--- config.mk ---
export PLATFORM = sky130hd
export DESIGN_NAME = rhp_root_ports
export DESIGN_NICKNAME = d
export VERILOG_FILES = /design/src/shared/rhp_pkg.sv /design/src/hw/rhp_port.sv /design/src/hw/rhp_root_ports.sv
export VERILOG_INCLUDE_DIRS = /design/src /design/src/shared
export SDC_FILE = /design/constraint.sdc
export NUM_CORES = 1
export LEC_CHECK = 0
export ABC_AREA = 1
export BUFFER_PORTS_ARGS = -buffer_cell sky130_fd_sc_hd__clkbuf_2
export CELL_PAD_IN_SITES_DETAIL_PLACEMENT = 1
export CELL_PAD_IN_SITES_GLOBAL_PLACEMENT = 1
export CORE_UTILIZATION = 47
export CTS_CLUSTER_SIZE = 12
export DETAILED_ROUTE_END_ITERATION = 7
export PLACE_DENSITY_LB_ADDON = 0.08
export SYNTH_ARGS = -nofsm -noshare
export SYNTH_HDL_FRONTEND = slang
export SYNTH_SLANG_ARGS = --single-unit
--- constraint.sdc ---
create_clock -name clk_sys -period 3.4 [get_ports clk_sys]
set_input_delay 0.34 -clock clk_sys [delete_from_list [all_inputs] [get_ports clk_sys]]
set_output_delay 0.34 -clock clk_sys [all_outputs]
set_load 0.05 [all_outputs]
--- src/shared/rhp_defs.svh ---
`ifndef RHP_DEFS_SVH
`define RHP_DEFS_SVH

// Register codes: read and write codes of the two port registers
`define RHP_RD_PORT1        8'h15
`define RHP_RD_PORT2        8'h16
`define RHP_WR_PORT1        8'h95
`define RHP_WR_PORT2        8'h96

// Field positions of the port status register
`define RHP_B_ATTACHED      0
`define RHP_B_ENABLED       1
`define RHP_B_SUSPENDED     2
`define RHP_B_OVERCURRENT   3
`define RHP_B_RESET         4
`define RHP_B_POWER         8
`define RHP_B_SLOW          9
`define RHP_B_CONN_CHG      16
`define RHP_B_EN_CHG        17
`define RHP_B_RESUME_CHG    18
`define RHP_B_OC_CHG        19
`define RHP_B_RESET_CHG     20

`define RHP_RESET_VALUE     32'h0000_0000

// Timing: 250 MHz clock
`define RHP_CLK_PERIOD_NS   4
`define RHP_RESET_MS        10
`define RHP_RESYNC_MS       3
`define RHP_RESUME_US       20
`define RHP_RESET_CYCLES    (`RHP_RESET_MS * 1000000 / `RHP_CLK_PERIOD_NS)
`define RHP_RESYNC_CYCLES   (`RHP_RESYNC_MS * 1000000 / `RHP_CLK_PERIOD_NS)
`define RHP_RESUME_CYCLES   (`RHP_RESUME_US * 1000 / `RHP_CLK_PERIOD_NS)

`endif

--- src/shared/rhp_pkg.sv ---
package rhp_pkg;

  typedef enum logic [2:0] {
    RHP_IDLE,
    RHP_RESETTING,
    RHP_RESUMING,
    RHP_EOP,
    RHP_RESYNC
  } rhp_state_e;

  // Decoded one-bit commands of a port register write
  typedef struct packed {
    logic clr_enable;
    logic set_enable;
    logic set_suspend;
    logic resume;
    logic set_reset;
    logic set_power;
    logic clr_power;
    logic clr_conn_chg;
    logic clr_en_chg;
    logic clr_resume_chg;
    logic clr_oc_chg;
    logic clr_reset_chg;
  } rhp_cmd_s;

  // Live line condition of one port
  typedef struct packed {
    logic attached;
    logic slow;
    logic overcurrent;
    logic babble;
  } rhp_line_s;

  typedef logic [31:0] rhp_word_t;

endpackage

--- src/hw/rhp_port.sv ---
`timescale 1ns/1ns
`include "rhp_defs.svh"

module rhp_port #(
  parameter int RESET_CYCLES  = `RHP_RESET_CYCLES,
  parameter int RESYNC_CYCLES = `RHP_RESYNC_CYCLES,
  parameter int RESUME_CYCLES = `RHP_RESUME_CYCLES
) (
  input  wire logic              clk_sys,
  input  wire logic              arst_n,
  input  wire rhp_pkg::rhp_cmd_s cmd,
  input  wire logic              cmd_valid,
  input  wire rhp_pkg::rhp_line_s line,
  input  wire logic              fixed_device,
  input  wire logic              per_port_oc,
  input  wire logic              power_switching,
  input  wire logic              port_power_own,
  input  wire logic              global_on,
  input  wire logic              global_off,
  input  wire logic              bus_resume_state,
  input  wire logic              hub_reset_done,
  output rhp_pkg::rhp_word_t     status_word,
  output logic                   drive_reset,
  output logic                   drive_resume,
  output logic                   power_out
);

  rhp_pkg::rhp_state_e state_r, state_nxt;
  logic [31:0] cnt_r, cnt_nxt;
  logic attach_r, attach_nxt;
  logic en_r, en_nxt;
  logic susp_r, susp_nxt;
  logic rst_r, rst_nxt;
  logic pwr_r, pwr_nxt;
  logic oc_r, oc_nxt;
  logic c_conn_r, c_conn_nxt;
  logic c_en_r, c_en_nxt;
  logic c_res_r, c_res_nxt;
  logic c_oc_r, c_oc_nxt;
  logic c_rst_r, c_rst_nxt;

  logic conn_now, pwr_now, oc_now;
  logic rst_done, res_done, hw_dis;

  always_comb begin
    pwr_now  = power_switching ? pwr_r : 1'b1;
    // Unswitched ports are always powered, so attach must not wait for a power command
    conn_now = fixed_device | (line.attached & pwr_now);
    oc_now   = per_port_oc & line.overcurrent;
  end

  always_comb begin
    state_nxt  = state_r;
    cnt_nxt    = cnt_r;
    attach_nxt = conn_now;
    en_nxt     = en_r;
    susp_nxt   = susp_r;
    rst_nxt    = rst_r;
    pwr_nxt    = pwr_r;
    oc_nxt     = oc_now;
    c_conn_nxt = c_conn_r;
    c_en_nxt   = c_en_r;
    c_res_nxt  = c_res_r;
    c_oc_nxt   = c_oc_r;
    c_rst_nxt  = c_rst_r;
    rst_done   = 1'b0;
    res_done   = 1'b0;
    hw_dis     = 1'b0;

    // Software clears first, so hardware sets below win
    if (cmd_valid) begin
      if (cmd.clr_conn_chg) c_conn_nxt = 1'b0;
      if (cmd.clr_en_chg) c_en_nxt = 1'b0;
      if (cmd.clr_resume_chg) c_res_nxt = 1'b0;
      if (cmd.clr_oc_chg) c_oc_nxt = 1'b0;
      if (cmd.clr_reset_chg) c_rst_nxt = 1'b0;
    end

    // Timed reset and resume sequences
    case (state_r)
      rhp_pkg::RHP_RESETTING: begin
        if (cnt_r == 32'(RESET_CYCLES - 1)) begin
          state_nxt = rhp_pkg::RHP_IDLE;
          rst_done  = 1'b1;
        end else begin
          cnt_nxt = cnt_r + 32'd1;
        end
      end
      rhp_pkg::RHP_RESUMING: begin
        if (cnt_r == 32'(RESUME_CYCLES - 1)) begin
          state_nxt = rhp_pkg::RHP_EOP;
          cnt_nxt   = '0;
        end else begin
          cnt_nxt = cnt_r + 32'd1;
        end
      end
      rhp_pkg::RHP_EOP: begin
        // Low-speed end of packet lasts two clock cycles
        if (cnt_r == 32'd1) begin
          state_nxt = rhp_pkg::RHP_RESYNC;
          cnt_nxt   = '0;
        end else begin
          cnt_nxt = cnt_r + 32'd1;
        end
      end
      rhp_pkg::RHP_RESYNC: begin
        if (cnt_r == 32'(RESYNC_CYCLES - 1)) begin
          state_nxt = rhp_pkg::RHP_IDLE;
          res_done  = 1'b1;
        end else begin
          cnt_nxt = cnt_r + 32'd1;
        end
      end
      default: begin
        cnt_nxt = '0;
      end
    endcase

    if (cmd_valid) begin
      if (cmd.set_reset) begin
        if (!conn_now) c_conn_nxt = 1'b1;
        else if (!rst_r) begin
          rst_nxt   = 1'b1;
          state_nxt = rhp_pkg::RHP_RESETTING;
          cnt_nxt   = '0;
        end
      end
      if (cmd.set_enable) begin
        if (!conn_now) c_conn_nxt = 1'b1;
        else en_nxt = 1'b1;
      end
      if (cmd.clr_enable) en_nxt = 1'b0;
      if (cmd.set_suspend) begin
        if (!conn_now) c_conn_nxt = 1'b1;
        else susp_nxt = 1'b1;
      end
      if (cmd.resume && susp_r && state_r == rhp_pkg::RHP_IDLE) begin
        state_nxt = rhp_pkg::RHP_RESUMING;
        cnt_nxt   = '0;
      end
      if (port_power_own) begin
        if (cmd.set_power) pwr_nxt = 1'b1;
        if (cmd.clr_power) pwr_nxt = 1'b0;
      end
    end
    if (!port_power_own) begin
      if (global_on) pwr_nxt = 1'b1;
      if (global_off) pwr_nxt = 1'b0;
    end
    // Raw input: power drops even without per-port reporting
    if (line.overcurrent) pwr_nxt = 1'b0;

    if (rst_done) begin
      rst_nxt   = 1'b0;
      c_rst_nxt = 1'b1;
      en_nxt    = 1'b1;
      susp_nxt  = 1'b0;
      c_res_nxt = 1'b0;
    end
    if (res_done) begin
      susp_nxt  = 1'b0;
      c_res_nxt = 1'b1;
      en_nxt    = 1'b1;
    end
    if (bus_resume_state) susp_nxt = 1'b0;

    // Hardware disable causes
    if (en_r && (line.overcurrent || !conn_now || (power_switching && !pwr_nxt)
        || line.babble)) hw_dis = 1'b1;
    if (hw_dis) begin
      en_nxt   = 1'b0;
      c_en_nxt = 1'b1;
    end

    // Power off or unplug drops the port state
    if ((power_switching && !pwr_nxt) || !conn_now) begin
      susp_nxt  = 1'b0;
      rst_nxt   = 1'b0;
      en_nxt    = 1'b0;
      state_nxt = rhp_pkg::RHP_IDLE;
    end

    if (fixed_device) begin
      if (hub_reset_done) c_conn_nxt = 1'b1;
    end else if (conn_now != attach_r) begin
      c_conn_nxt = 1'b1;
    end
    if (oc_now != oc_r) c_oc_nxt = 1'b1;
  end

  always_ff @(posedge clk_sys or negedge arst_n) begin
    if (!arst_n) begin
      state_r  <= rhp_pkg::RHP_IDLE;
      cnt_r    <= '0;
      attach_r <= 1'b0;
      en_r     <= 1'b0;
      susp_r   <= 1'b0;
      rst_r    <= 1'b0;
      pwr_r    <= 1'b0;
      oc_r     <= 1'b0;
      c_conn_r <= 1'b0;
      c_en_r   <= 1'b0;
      c_res_r  <= 1'b0;
      c_oc_r   <= 1'b0;
      c_rst_r  <= 1'b0;
    end else begin
      state_r  <= state_nxt;
      cnt_r    <= cnt_nxt;
      attach_r <= attach_nxt;
      en_r     <= en_nxt;
      susp_r   <= susp_nxt;
      rst_r    <= rst_nxt;
      pwr_r    <= pwr_nxt;
      oc_r     <= oc_nxt;
      c_conn_r <= c_conn_nxt;
      c_en_r   <= c_en_nxt;
      c_res_r  <= c_res_nxt;
      c_oc_r   <= c_oc_nxt;
      c_rst_r  <= c_rst_nxt;
    end
  end

  always_comb begin
    status_word                      = `RHP_RESET_VALUE;
    status_word[`RHP_B_ATTACHED]     = attach_r;
    status_word[`RHP_B_ENABLED]      = en_r;
    status_word[`RHP_B_SUSPENDED]    = susp_r;
    status_word[`RHP_B_OVERCURRENT]  = oc_r;
    status_word[`RHP_B_RESET]        = rst_r;
    status_word[`RHP_B_POWER]        = power_switching ? pwr_r : 1'b1;
    status_word[`RHP_B_SLOW]         = attach_r & line.slow;
    status_word[`RHP_B_CONN_CHG]     = c_conn_r;
    status_word[`RHP_B_EN_CHG]       = c_en_r;
    status_word[`RHP_B_RESUME_CHG]   = c_res_r;
    status_word[`RHP_B_OC_CHG]       = c_oc_r & per_port_oc;
    status_word[`RHP_B_RESET_CHG]    = c_rst_r;
    drive_reset  = rst_r;
    drive_resume = (state_r == rhp_pkg::RHP_RESUMING);
    power_out    = pwr_now;
  end

endmodule

--- src/hw/rhp_root_ports.sv ---
// Notes on behaviour
// - Connect change flag sets on attach or detach; writing one clears it.
// - Reset, enable or suspend on a detached port sets connect change instead.
// - Fixed device port sets connect change only after a hub reset.
// - Speed bit reads one for slow device, zero for full speed.
// - Writing one to speed bit position turns port power off.
// - Writing one to power bit position turns port power on.
// - Overcurrent clears port power.
// - Power scheme and per-port mask choose global or per-port commands.
// - Power off resets attach, enable, suspend and reset state.
// - Without power switching the power bit reads one.
// - Writing one to reset bit starts reset; clears when reset done sets.
// - Overcurrent bit follows the input when per-port reporting; otherwise zero.
// - Writing one to overcurrent bit resumes a suspended port only.
// - Suspend set by write; cleared by resume done, reset done, bus resume.
// - Hardware disables on overcurrent, unplug, power off, babble; sets enable change.
// - Enable bit write one enables, attach bit write one disables.
// - Enable sets when reset or resume completes.
// - Attach bit shows live attachment; of all writes, only power on and power off alter it.
// - Fixed device port always reads attached.
// - Reset done sets at the end of the ten millisecond reset.
// - Resume done sets after pulse, end of packet and three millisecond delay.
// - Port writes during a bus transaction wait until it finishes.
// - Enable change sets only by hardware disable; writing one clears it.
`timescale 1ns/1ns
`include "rhp_defs.svh"

module rhp_root_ports #(
  parameter int RESET_CYCLES  = `RHP_RESET_CYCLES,
  parameter int RESYNC_CYCLES = `RHP_RESYNC_CYCLES,
  parameter int RESUME_CYCLES = `RHP_RESUME_CYCLES
) (
  input  wire logic        clk_sys,
  input  wire logic        arst_n,
  input  wire logic [7:0]  reg_code,
  input  wire logic        reg_wr,
  input  wire logic        reg_rd,
  input  wire logic [31:0] reg_wdata,
  output logic [31:0]      reg_rdata,
  output logic             reg_rvalid,
  input  wire logic [1:0]  pin_attached,
  input  wire logic [1:0]  pin_slow,
  input  wire logic [1:0]  pin_overcurrent,
  input  wire logic [1:0]  babble_seen,
  input  wire logic        transaction_busy,
  input  wire logic [2:0]  fixed_device_mask,
  input  wire logic [2:0]  per_port_power_mask,
  input  wire logic        power_switch_scheme,
  input  wire logic        power_switching,
  input  wire logic        per_port_oc,
  input  wire logic        all_ports_power_on_cmd,
  input  wire logic        all_ports_power_off_cmd,
  input  wire logic        bus_resume_state,
  input  wire logic        hub_reset_done,
  output logic [1:0]       port_reset_drive,
  output logic [1:0]       port_resume_drive,
  output logic [1:0]       port_power_out
);

  function automatic rhp_pkg::rhp_cmd_s decode_cmd(input logic [31:0] w);
    rhp_pkg::rhp_cmd_s c;
    c.clr_enable     = w[`RHP_B_ATTACHED];
    c.set_enable     = w[`RHP_B_ENABLED];
    c.set_suspend    = w[`RHP_B_SUSPENDED];
    c.resume         = w[`RHP_B_OVERCURRENT];
    c.set_reset      = w[`RHP_B_RESET];
    c.set_power      = w[`RHP_B_POWER];
    c.clr_power      = w[`RHP_B_SLOW];
    c.clr_conn_chg   = w[`RHP_B_CONN_CHG];
    c.clr_en_chg     = w[`RHP_B_EN_CHG];
    c.clr_resume_chg = w[`RHP_B_RESUME_CHG];
    c.clr_oc_chg     = w[`RHP_B_OC_CHG];
    c.clr_reset_chg  = w[`RHP_B_RESET_CHG];
    return c;
  endfunction

  // Pin synchronisers
  logic [7:0] sync1_r, sync1_nxt, sync2_r, sync2_nxt;
  // Held write waiting for a bus transaction to finish
  logic [1:0]          pend_r, pend_nxt;
  rhp_pkg::rhp_cmd_s   pcmd_r [2];
  rhp_pkg::rhp_cmd_s   pcmd_nxt [2];
  logic                gon_r, gon_nxt, goff_r, goff_nxt;
  logic [31:0]         rdata_r, rdata_nxt;
  logic                rvalid_r, rvalid_nxt;
  logic [1:0]          rdrv_r, rdrv_nxt, mdrv_r, mdrv_nxt, pwr_r, pwr_nxt;

  rhp_pkg::rhp_word_t  word [2];
  logic [1:0]          drv_rst, drv_res, pwr_o;
  logic [1:0]          fire;

  always_comb begin
    sync1_nxt = {pin_attached, pin_slow, pin_overcurrent, babble_seen};
    sync2_nxt = sync1_r;
  end

  always_comb begin
    pend_nxt = pend_r;
    pcmd_nxt = pcmd_r;
    // Global power commands are held too, so every write obeys the bus
    gon_nxt  = gon_r | all_ports_power_on_cmd;
    goff_nxt = goff_r | all_ports_power_off_cmd;
    fire = transaction_busy ? 2'b00 : pend_r;
    // Retire fired writes first, so a write arriving now stays held
    if (!transaction_busy) begin
      pend_nxt = 2'b00;
      if (gon_r) gon_nxt = all_ports_power_on_cmd;
      if (goff_r) goff_nxt = all_ports_power_off_cmd;
    end
    if (reg_wr && reg_code == `RHP_WR_PORT1) begin
      pend_nxt[0] = 1'b1;
      pcmd_nxt[0] = decode_cmd(reg_wdata & 32'h001F_031F);
    end else if (reg_wr && reg_code == `RHP_WR_PORT2) begin
      pend_nxt[1] = 1'b1;
      pcmd_nxt[1] = decode_cmd(reg_wdata & 32'h001F_031F);
    end
  end

  always_comb begin
    rvalid_nxt = reg_rd;
    rdata_nxt  = rdata_r;
    if (reg_rd) begin
      if (reg_code == `RHP_RD_PORT1) rdata_nxt = word[0];
      else if (reg_code == `RHP_RD_PORT2) rdata_nxt = word[1];
      else rdata_nxt = 32'h0000_0000;
    end
    rdrv_nxt = drv_rst;
    mdrv_nxt = drv_res;
    pwr_nxt  = pwr_o;
  end

  genvar g;
  generate
    for (g = 0; g < 2; g++) begin : g_port
      rhp_pkg::rhp_line_s ln;
      assign ln.attached    = sync2_r[6 + g];
      assign ln.slow        = sync2_r[4 + g];
      assign ln.overcurrent = sync2_r[2 + g];
      assign ln.babble      = sync2_r[g];
      rhp_port #(
        .RESET_CYCLES  (RESET_CYCLES),
        .RESYNC_CYCLES (RESYNC_CYCLES),
        .RESUME_CYCLES (RESUME_CYCLES)
      ) u_port (
        .clk_sys          (clk_sys),
        .arst_n           (arst_n),
        .cmd              (pcmd_r[g]),
        .cmd_valid        (fire[g]),
        .line             (ln),
        .fixed_device     (fixed_device_mask[g + 1]),
        .per_port_oc      (per_port_oc),
        .power_switching  (power_switching),
        .port_power_own   (power_switch_scheme & per_port_power_mask[g + 1]),
        .global_on        (gon_r & ~transaction_busy),
        .global_off       (goff_r & ~transaction_busy),
        .bus_resume_state (bus_resume_state),
        .hub_reset_done   (hub_reset_done),
        .status_word      (word[g]),
        .drive_reset      (drv_rst[g]),
        .drive_resume     (drv_res[g]),
        .power_out        (pwr_o[g])
      );
    end
  endgenerate

  always_ff @(posedge clk_sys or negedge arst_n) begin
    if (!arst_n) begin
      sync1_r  <= 8'h00;
      sync2_r  <= 8'h00;
      pend_r   <= 2'b00;
      pcmd_r   <= '{default: '0};
      gon_r    <= 1'b0;
      goff_r   <= 1'b0;
      rdata_r  <= 32'h0000_0000;
      rvalid_r <= 1'b0;
      rdrv_r   <= 2'b00;
      mdrv_r   <= 2'b00;
      pwr_r    <= 2'b00;
    end else begin
      sync1_r  <= sync1_nxt;
      sync2_r  <= sync2_nxt;
      pend_r   <= pend_nxt;
      pcmd_r   <= pcmd_nxt;
      gon_r    <= gon_nxt;
      goff_r   <= goff_nxt;
      rdata_r  <= rdata_nxt;
      rvalid_r <= rvalid_nxt;
      rdrv_r   <= rdrv_nxt;
      mdrv_r   <= mdrv_nxt;
      pwr_r    <= pwr_nxt;
    end
  end

  assign reg_rdata         = rdata_r;
  assign reg_rvalid        = rvalid_r;
  assign port_reset_drive  = rdrv_r;
  assign port_resume_drive = mdrv_r;
  assign port_power_out    = pwr_r;

endmodule

=== After elaboration in Yosys (flattened, before gate mapping) ===
Cells that the tools add are included.

* Register bits: 175
* Input port bits: 66
* Output and inout port bits: 39

* Add/subtract/negate cells: 2
* Eq/ne operators: 25
* Muxes and demuxes: 167
* Bitwise logic cells: 18
* Reductions and logical operators: 73

{| class="wikitable"
|+ Operators with widths
! kind !! number
|-
| 32-bit two-way mux || 19
|-
| 32-bit case mux with 4 select lines || 2
|-
| 1-bit two-way mux || 121
|-
| 32-bit by 1-bit adder with 32-bit output (second input constant) || 2
|-
| 32-bit by 1-bit equality test with 1-bit output (second input constant) || 2
|-
| 32-bit by 13-bit equality test with 1-bit output (second input constant) || 2
|-
| 32-bit by 20-bit equality test with 1-bit output (second input constant) || 2
|-
| 32-bit by 22-bit equality test with 1-bit output (second input constant) || 2
|-
| 3-bit two-way mux || 20
|-
| 5-bit nonzero test || 8
|-
| 3-bit nonzero test || 10
|-
| 3-bit case mux with 4 select lines || 2
|-
| 2-bit nonzero test || 12
|-
| 6-bit nonzero test || 4
|-
| 21-bit two-way mux || 1
|-
| 2-bit AND reduction || 9
|-
| 3-bit AND reduction || 6
|-
| 8-bit by 5-bit equality test with 1-bit output (second input constant) || 2
|-
| 8-bit equality test (second input constant) || 2
|-
| 1-bit bitwise AND || 12
|-
| 3-bit by 2-bit equality test with 1-bit output (second input constant) || 4
|-
| 1-bit logical AND || 10
|-
| 1-bit logical OR || 8
|-
| 3-bit by 1-bit equality test with 1-bit output (second input constant) || 2
|-
| 8 further kinds || 21
|}

=== Logic depth before layout (Yosys ltp) ===
Gate-level depths: netlist of run 1.

* Depth after elaboration: 16
* Mapped depth: 14
* Depth with buffers taken out: 13

=== Hierarchy ===
A second synthesis of run 1 with hierarchy kept.

* Cell total of the unflattened synthesis: 1596
* Area total of the unflattened synthesis: 11298.3 sq um

{| class="wikitable"
|+ Modules (own cells, without submodules)
! module !! times used !! cells each !! area an instance (sq um) !! sequential area each (sq um)
|-
| rhp_port || 2 || 594 || 3847.4 || 1151.1
|-
| rhp_root_ports || 1 || 408 || 3603.5 || 2077.0
|}

=== Worst setup path after synthesis of run 1 ===
OpenSTA, ideal clock, no wires.

* Path type: register to register
* Start point: register g_port[1].u_port.cnt_r[0]
* End point: register g_port[1].u_port.cnt_r[2]
* Arrival time: 1604 ps
* Data required time: 3278 ps
* Slack: 1674 ps
* Stages on the path, launching flop included: 13
* Buffers on the path: 0
* Period minus slack after synthesis: 1726 ps
* Cell sequence: dfrtp_1 > ha_1 > nand2_2 > nor2_4 > nand3_1 > nor2_1 > nand2_2 > nand3_2 > nand2_4 > clkinv_4 > nand3_2 > nor2_1 > nor2_1

* Cells in the longest elaborated chain, start to end: 8
* Elaborated cells on any way between the ends: 15
* Classes of those cells: add/sub: 1; eq/ne: 4; mux: 10

{| class="wikitable"
|+ Ends and longest elaborated chain
! item !! line !! text
|-
| from (decl) || rhp_port.sv:29 || <nowiki>logic [31:0] cnt_r, cnt_nxt;</nowiki>
|-
| from (signal assigned) || rhp_port.sv:208 || <nowiki>cnt_r <= cnt_nxt;</nowiki>
|-
| 32-bit by 1-bit adder with 32-bit output (tied with other cells) || - ||
|-
| 32-bit two-way mux, on equally long branches || - ||
|-
| 32-bit case mux with 4 select lines (*) || rhp_port.sv:80 || <nowiki>case (state_r)</nowiki>
|-
| 32-bit two-way mux || rhp_port.sv:122 || <nowiki>else if (!rst_r) begin</nowiki>
|-
| 32-bit two-way mux || rhp_port.sv:121 || <nowiki>if (!conn_now) c_conn_nxt = 1'b1;</nowiki>
|-
| 32-bit two-way mux || rhp_port.sv:120 || <nowiki>if (cmd.set_reset) begin</nowiki>
|-
| 32-bit two-way mux || rhp_port.sv:137 || <nowiki>if (cmd.resume && susp_r && state_r == rhp_pkg::RHP_IDLE) begin</nowiki>
|-
| 32-bit two-way mux (*) || rhp_port.sv:119 || <nowiki>if (cmd_valid) begin</nowiki>
|-
| net g_port[1].u_port.cnt_nxt[2] || rhp_port.sv:29 ||
|}

Mark *: on every way through the listed nets, which the timed path passes. The rest lies on a longest branch.
A chain may end at the register's enable or synchronous reset.

=== Worst setup path after layout of run 1 ===
* Start point: register g_port[1].u_port.cnt_r[1]
* End point: register g_port[1].u_port.cnt_r[2]

The elaborated chain is that of the path after synthesis.

==> impl_metrics.csv, run 1 <==
group,metric,value,unit
floorplan,die_x,147,um
sta,finalSetupTns,0,ns
critical_path,path_class,"reg2reg",
critical_path,start_kind,"flip-flop",
critical_path,crit_path_end_kind,"flip-flop",
drt,drt-vias-per-instance,5.67,
synthesis,yosys.area_share.simple,0.340,
global_route,grt_pass1_vias,10400,
synthesis,async_flop_share,1.00,
drt,antenna_left,0,
sta,rsz0062_at_grt,"false",
critical_path,cp_max_fo,7,
sta,worstMarginPinSlew,0.859,ns
drt,drtIter0Drc,687,
critical_path,r2r-end,"g_port[1].u_port.cnt_r[2]",
synthesis,ys_seq_elements,155,
drt,routedWlPerCell,19.4,um
floorplan,rows,52,
synthesis,yosys.area.top_type_share,0.391,
synthesis,yosys.area.top_type,"dfrtp_1",
placed_design,post-dp-hpwl,25200,um
min_path,hold_start,"babble_seen[1]",
global_route,overflow,0,
critical_path,crit_end,"g_port[1].u_port.cnt_r[2]",
critical_path,worstRegToRegCells,12,
synthesis,netlist_area,9930,um2
global_route,antenna_found_initial,0,
synthesis,synth_fa_ha_area_frac,0.00504,
clocking,clkTransAtPathRegs,0.08,ns
synthesis,ys_types,52,
synthesis,synthTopCellsByArea,"dfrtp_1 39%, nand2_1 15%, nor2_1 7.3%",
pwr,p_clk_frac,0.455,
drt,drc_errors,0,
pwr,power.share.sequential,0.445,
synthesis,seq_area_frac_synth,0.391,
synthesis,synth-compound-area-share,0.145,
synthesis,synthFlopType,"dfrtp_1",
clocking,root_buffer,"clkbuf_16",
clocking,htree_levels,4,
clocking,numCtsBuffers,17,
clocking,cts_tree,"yes",
clocking,cts-hold-fix-buffers,8,
sta,hold_viol_final,0,
drt,num_vias,10000,
floorplan,dieArea,21700,um2
floorplan,die_h,147,um
run_status,status,"complete, no violations",
synthesis,synth_mux_area_frac,0.00113,
pwr,p_int,0.00298,W
min_path,hold_path.class,"in2reg",
synthesis,synth_top_family_by_area,"simple AND/OR/NAND/NOR gates",
clocking,cts_buffer_depth,2,
global_route,grt_use_total,0.332,
clocking,cts_resized,0,
layout,nNetsFinal,1556,
floorplan,fp.coreArea,20500,um2
placed_design,port-buffer-count,62,
critical_path,r2r_start,"g_port[1].u_port.cnt_r[1]",
layout,drive_gt1_frac,0.128,
layout,area_growth,12.0,%
pwr,swShare,0.312,
layout,utilization,0.543,
drt,dr.pass1.iters,5,
synthesis,yosys_warnings,0,
clocking,clock-sinks,155,
synthesis,postSynthAreaPerCell,6.98,um2
pwr,cellPowerDensity,389,nW/um2
drt,totalWireLength,34400,um
sta,fin_crit_sh,0.713,
run,maxCapViolCount,0,
clocking,post_cts_buffers,0,
synthesis,post-synth-top-count-cell,"nand2_1",
pwr,power.share.combinational,0.100,
synthesis,post_synth_inst_count,1422,
floorplan,start_util,0.484,
pwr,leakagePower,5.16,nW
sta,setup_viol,0,
critical_path,cp_data_required_time,3.72,ns
pwr,ir_drop,272,uV
global_route,grt_start_max_net_pins,67,
placed_design,routabilityCongestion,0.944,
sta,drv_slew,0,
sta,period_needed,2.43,ns
synthesis,synth-xor-area-share,0.0159,
critical_path,worstPathArrival,2.75,ns
clocking,clk_latency,0.44,ns
layout,diodes,0,
sta,slew-limit-headroom,0.426,
pwr,power.switching,0.00135,W
sta,fmaxAchievable,0.412,GHz
sta,finClkSkew,0.0143,ns
synthesis,synth_edf_count,0,
floorplan,ioPinCount,105,
synthesis,ys_top_cells_by_count,"388 x nand2_1, 193 x nor2_1, 156 x inv_1",
critical_path,crit_start,"g_port[1].u_port.cnt_r[1]",
critical_path,r2r_slack,0.97,ns
global_route,grt_pass1_wl,55800,um
[layer usage]
metal / part of all wire / global-route usage / vias to the layer above
met5: 0 / 0 / -
met4: 0.027 / 0.119 / 0
met3: 0.055 / 0.0615 / 61
met2: 0.46 / 0.531 / 348
met1: 0.45 / 0.449 / 4906
li1: - / - / 4713
[layout by cell type, fill, tap and decap left out, drive strengths merged, types with 2 or more instances in the layout]
cell type      n
buf           16
a21oi         48
dlygate4sd3    8
clkinv         9
nor3          32
conb          20
nand3         92
nand3b         4
inv          185
o21a           4
nand2        403
o21bai         2
o211ai        61
ha             4
o311ai         2
o21ai         78
clkbuf        79
xor2          18
a31oi         10
dfrtp        155
o41ai         14
nor2         215
o221ai         3
nor3b          2
or2            8
nand4         17
[kinds of logic after synthesis]
kind of cell,count (synthesis)
and+or+nand+nor,774
other,1
DFF,155
AOI/OAI and AO/OA,230
buffers and inverters,239
adders and majority gates,4
muxes,1
xor gates and xnor gates,18
[final cells by class]
class / count / area (um2)
clock buffer: 18 / 429
clock inverter: 14 / 165
fill: 2752 / 9370
inverter: 180 / 681
multi-input combinational: 1047 / 5110
sequential: 155 / 3880
tap: 270 / 338
timing repair buffer: 85 / 522
[worst min path at each step]
| stage | slack [ns] | to | depth (start not counted) |
|---|---|---|---|
| floorplan | 0.04 | g_port[0].u_port.attach_r | 0 |
| global placement | 0.33 | sync2_r[2] | 0 |
| detailed placement | 0.34 | sync2_r[7] | 0 |
| CTS | 0.001 | sync1_r[1] | 1 |
| global route | 0.009 | sync1_r[1] | 1 |
| finish | 0.01 | sync1_r[1] | 1 |
[metrics by stage]
step | std cells | instance area [um2] | setup slack [ns] | hold slack (ns) | power, W
after floorplan | 1441 | 10000 | 1.67 | 0.0444 | 0.00223
after global placement | 1729 | 10500 | 1.13 | 0.332 | 0.00237
after detailed placement | 1729 | 10500 | 1.07 | 0.337 | 0.00238
after CTS | 1769 | 11100 | 1.03 | 0.00121 | 0.00434
after global routing | 1769 | 11100 | 0.846 | 0.00911 | 0.00447
final | 1769 | 11100 | 0.974 | 0.0130 | 0.00433
[critical path: stages (launching register included)]
cell,delay [ns]
dfrtp_1,0.45
ha_1,0.34
nand2_2,0.16
nor2_4,0.20
nand3_1,0.09
nor2_1,0.25
nand2_2,0.17
nand3_2,0.12
nand2_4,0.13
clkinv_4,0.10
nand3_2,0.12
nor2_1,0.13
nor2_1,0.05
[registers in the layout (all words and copies together), names as in the netlist, 6 cells and up]
signal / cells
g_port.u_port.cnt_r: 64
pcmd_r: 24
reg_rdata: 12
sync1_r: 8
sync2_r: 8
g_port.u_port.state_r: 6
[power groups by stage]
stage / registers (W) / clock network, W / logic (W)
floorplan: 0.00199 / 0 / 0.000240
global placement: 0.00196 / 0 / 0.000410
detailed placement: 0.00196 / 0 / 0.000422
CTS: 0.00192 / 0.00199 / 0.000433
global route: 0.00193 / 0.00207 / 0.000472
finish: 0.00192 / 0.00197 / 0.000434
Power figures use the tool's default switching activity.
==> run 2, diff against run 1 <==
- CORE_UTILIZATION: 47 -> 43
- clock period: 3.4 -> 2.5 ns (I/O delays scaled with it)
==> impl_metrics.csv, run 2 (synthesized netlist as in run 1, its figures left out) <==
group,metric,value,unit
layout,diodes,0,
critical_path,crit_path_end_kind,"flip-flop",
sta,slew-limit-headroom,0.561,
critical_path,worstPathArrival,2.61,ns
sta,setup_viol,0,
drt,wl_met2,16000,um
layout,drive_gt1_frac,0.134,
pwr,p_clk_frac,0.467,
layout,final_common_cell,"nand2_1",
run,maxCapViolCount,0,
critical_path,cp_data_required_time,2.88,ns
clocking,cts_buffer_depth,2,
clocking,numCtsBuffers,17,
floorplan,start_util,0.439,
clocking,clk_latency,0.45,ns
placed_design,routabilityCongestion,0.965,
clocking,htree_levels,4,
critical_path,start_kind,"flip-flop",
placed_design,port-buffer-count,62,
sta,fin_crit_sh,0.894,
sta,hold_viol_final,0,
min_path,hold_path.class,"in2reg",
sta,fmaxAchievable,0.448,GHz
global_route,grt_pass1_vias,10300,
layout,largest_reg_flops,64,
drt,wl_met1,16300,um
global_route,overflow,0,
pwr,leakagePower,5.25,nW
pwr,ir_drop,371,uV
drt,drt-vias-per-instance,5.58,
drt,drtIter0Drc,632,
pwr,p_int,0.00418,W
sta,period_needed,2.23,ns
floorplan,dieArea,23700,um2
global_route,antenna_found_initial,0,
layout,nNetsFinal,1569,
sta,finClkSkew,0.0197,ns
drt,route.met3.wl,2090,um
floorplan,die_h,154,um
critical_path,cp_max_fo,6,
floorplan,rows,55,
global_route,grt_pass1_wl,56800,um
layout,area_growth,14.0,%
pwr,power.share.sequential,0.433,
drt,totalWireLength,35000,um
global_route,grt_start_max_net_pins,64,
clocking,cts_tree,"yes",
drt,drc_errors,0,
pwr,finalPower,0.00606,W
drt,num_vias,10000,
pwr,power.switching,0.00188,W
sta,worstMarginPinSlew,0.657,ns
sta,finalSetupTns,0,ns
floorplan,fp.coreArea,22600,um2
sta,rsz0062_at_grt,"false",
critical_path,path_class,"reg2reg",
sta,drv_slew,0,
pwr,swShare,0.310,
clocking,clkTransAtPathRegs,0.08,ns
drt,route.top_layer_used,"met4",
pwr,power.share.combinational,0.100,
drt,dr.pass1.iters,6,
clocking,clock-sinks,155,
drt,antenna_left,0,
global_route,grt_use_total,0.310,
floorplan,ioPinCount,105,
layout,n_fill_cell,2947,
clocking,root_buffer,"clkbuf_16",
layout,largest_register,"g_port.u_port.cnt_r",
floorplan,die_x,154,um
run_status,status,"complete, no violations",
placed_design,post-dp-hpwl,26400,um
layout,final_cell_mix,"388 x nand2_1, 193 x nor2_1, 156 x inv_1",
pwr,cellPowerDensity,535,nW/um2
drt,routedWlPerCell,19.5,um
## run 2: changes by cell type in the layout (fill, tap and decap cells not counted)
cell,before,now
buf_12,1,3
inv_12,0,1
dlygate4sd3_1,8,11
inv_8,5,3
bufinv_16,0,1
clkinv_8,4,7
buf_4,14,22
inv_6,4,2
clkbuf_1,1,0
## run 2: critical path: stages (launching register included)
cell      delay, ns
dfrtp_1        0.38
inv_1          0.11
nand2_1        0.20
nand2_1        0.17
nand2_1        0.14
nand4_1        0.23
nand3_1        0.32
inv_1          0.30
o21a_1         0.18
nand3b_1       0.08
inv_1          0.06
## run 2: layer usage
| metal | track usage | up-vias |
|---|---|---|
| met3 | 0.0521 | 51 |
| met1 | 0.431 | 4931 |
| met5 | 0 | - |
| met2 | 0.498 | 299 |
| li1 | - | 4752 |
| met4 | 0.0819 | 0 |
## run 2: per-stage QoR
step	worst slack (ns)	hold slack, ns	util	area [um2]	instances
after floorplan	0.774	-0.0456	-	10000	1441
after global placement	0.392	0.214	0.467	10600	1754
after detailed placement	0.374	0.223	0.467	10600	1754
after CTS	0.316	0.0404	0.500	11300	1797
after global routing	0.154	0.0704	0.500	11300	1797
final	0.266	0.0542	0.500	11300	1797
## run 2: power groups by stage
stage          registers (W)  clock network (W)  logic, W
5_1_grt              0.00263            0.00295  0.000663
4_1_cts              0.00262            0.00287  0.000606
6_report             0.00262            0.00283  0.000605
3_3_place_gp         0.00267                  0  0.000574
2_1_floorplan        0.00270                  0  0.000327
3_5_place_dp         0.00267                  0  0.000588
## run 2: final timing paths
kind,start,end,slack (ns),cells past startpoint
hold / removal,reg_wdata[8],pcmd_r[6],0.05,3
hold reg to reg,sync1_r[2],sync2_r[2],0.35,0
min in group asynchronous,arst_n,g_port[1].u_port.cnt_r[17],0.32,2
setup reg to reg,g_port[0].u_port.pwr_r,g_port[0].u_port.cnt_r[9],0.27,10
setup / recovery,g_port[0].u_port.pwr_r,g_port[0].u_port.cnt_r[9],0.27,10
max in group asynchronous,arst_n,pcmd_r[20],1.47,3
## run 2: what timing repair did
action / in CTS / in global routing
gates resized for setup: 0 / 0
buffers inserted: 0 / 0
hold buffers: 11 / 0
hold endpoints to repair: 49 / 0
## run 2: final cells by class
cell class / count / area, um2 / share of cell area
well taps: 285 / 357 / 0.0315
multi-input cells: 1047 / 5110 / 0.451
inverters: 180 / 681 / 0.0601
flip-flops and latches: 155 / 3880 / 0.343
repair buffers: 98 / 652 / 0.0576
clock buffers: 17 / 425 / 0.0376
clock inverters: 15 / 220 / 0.0194
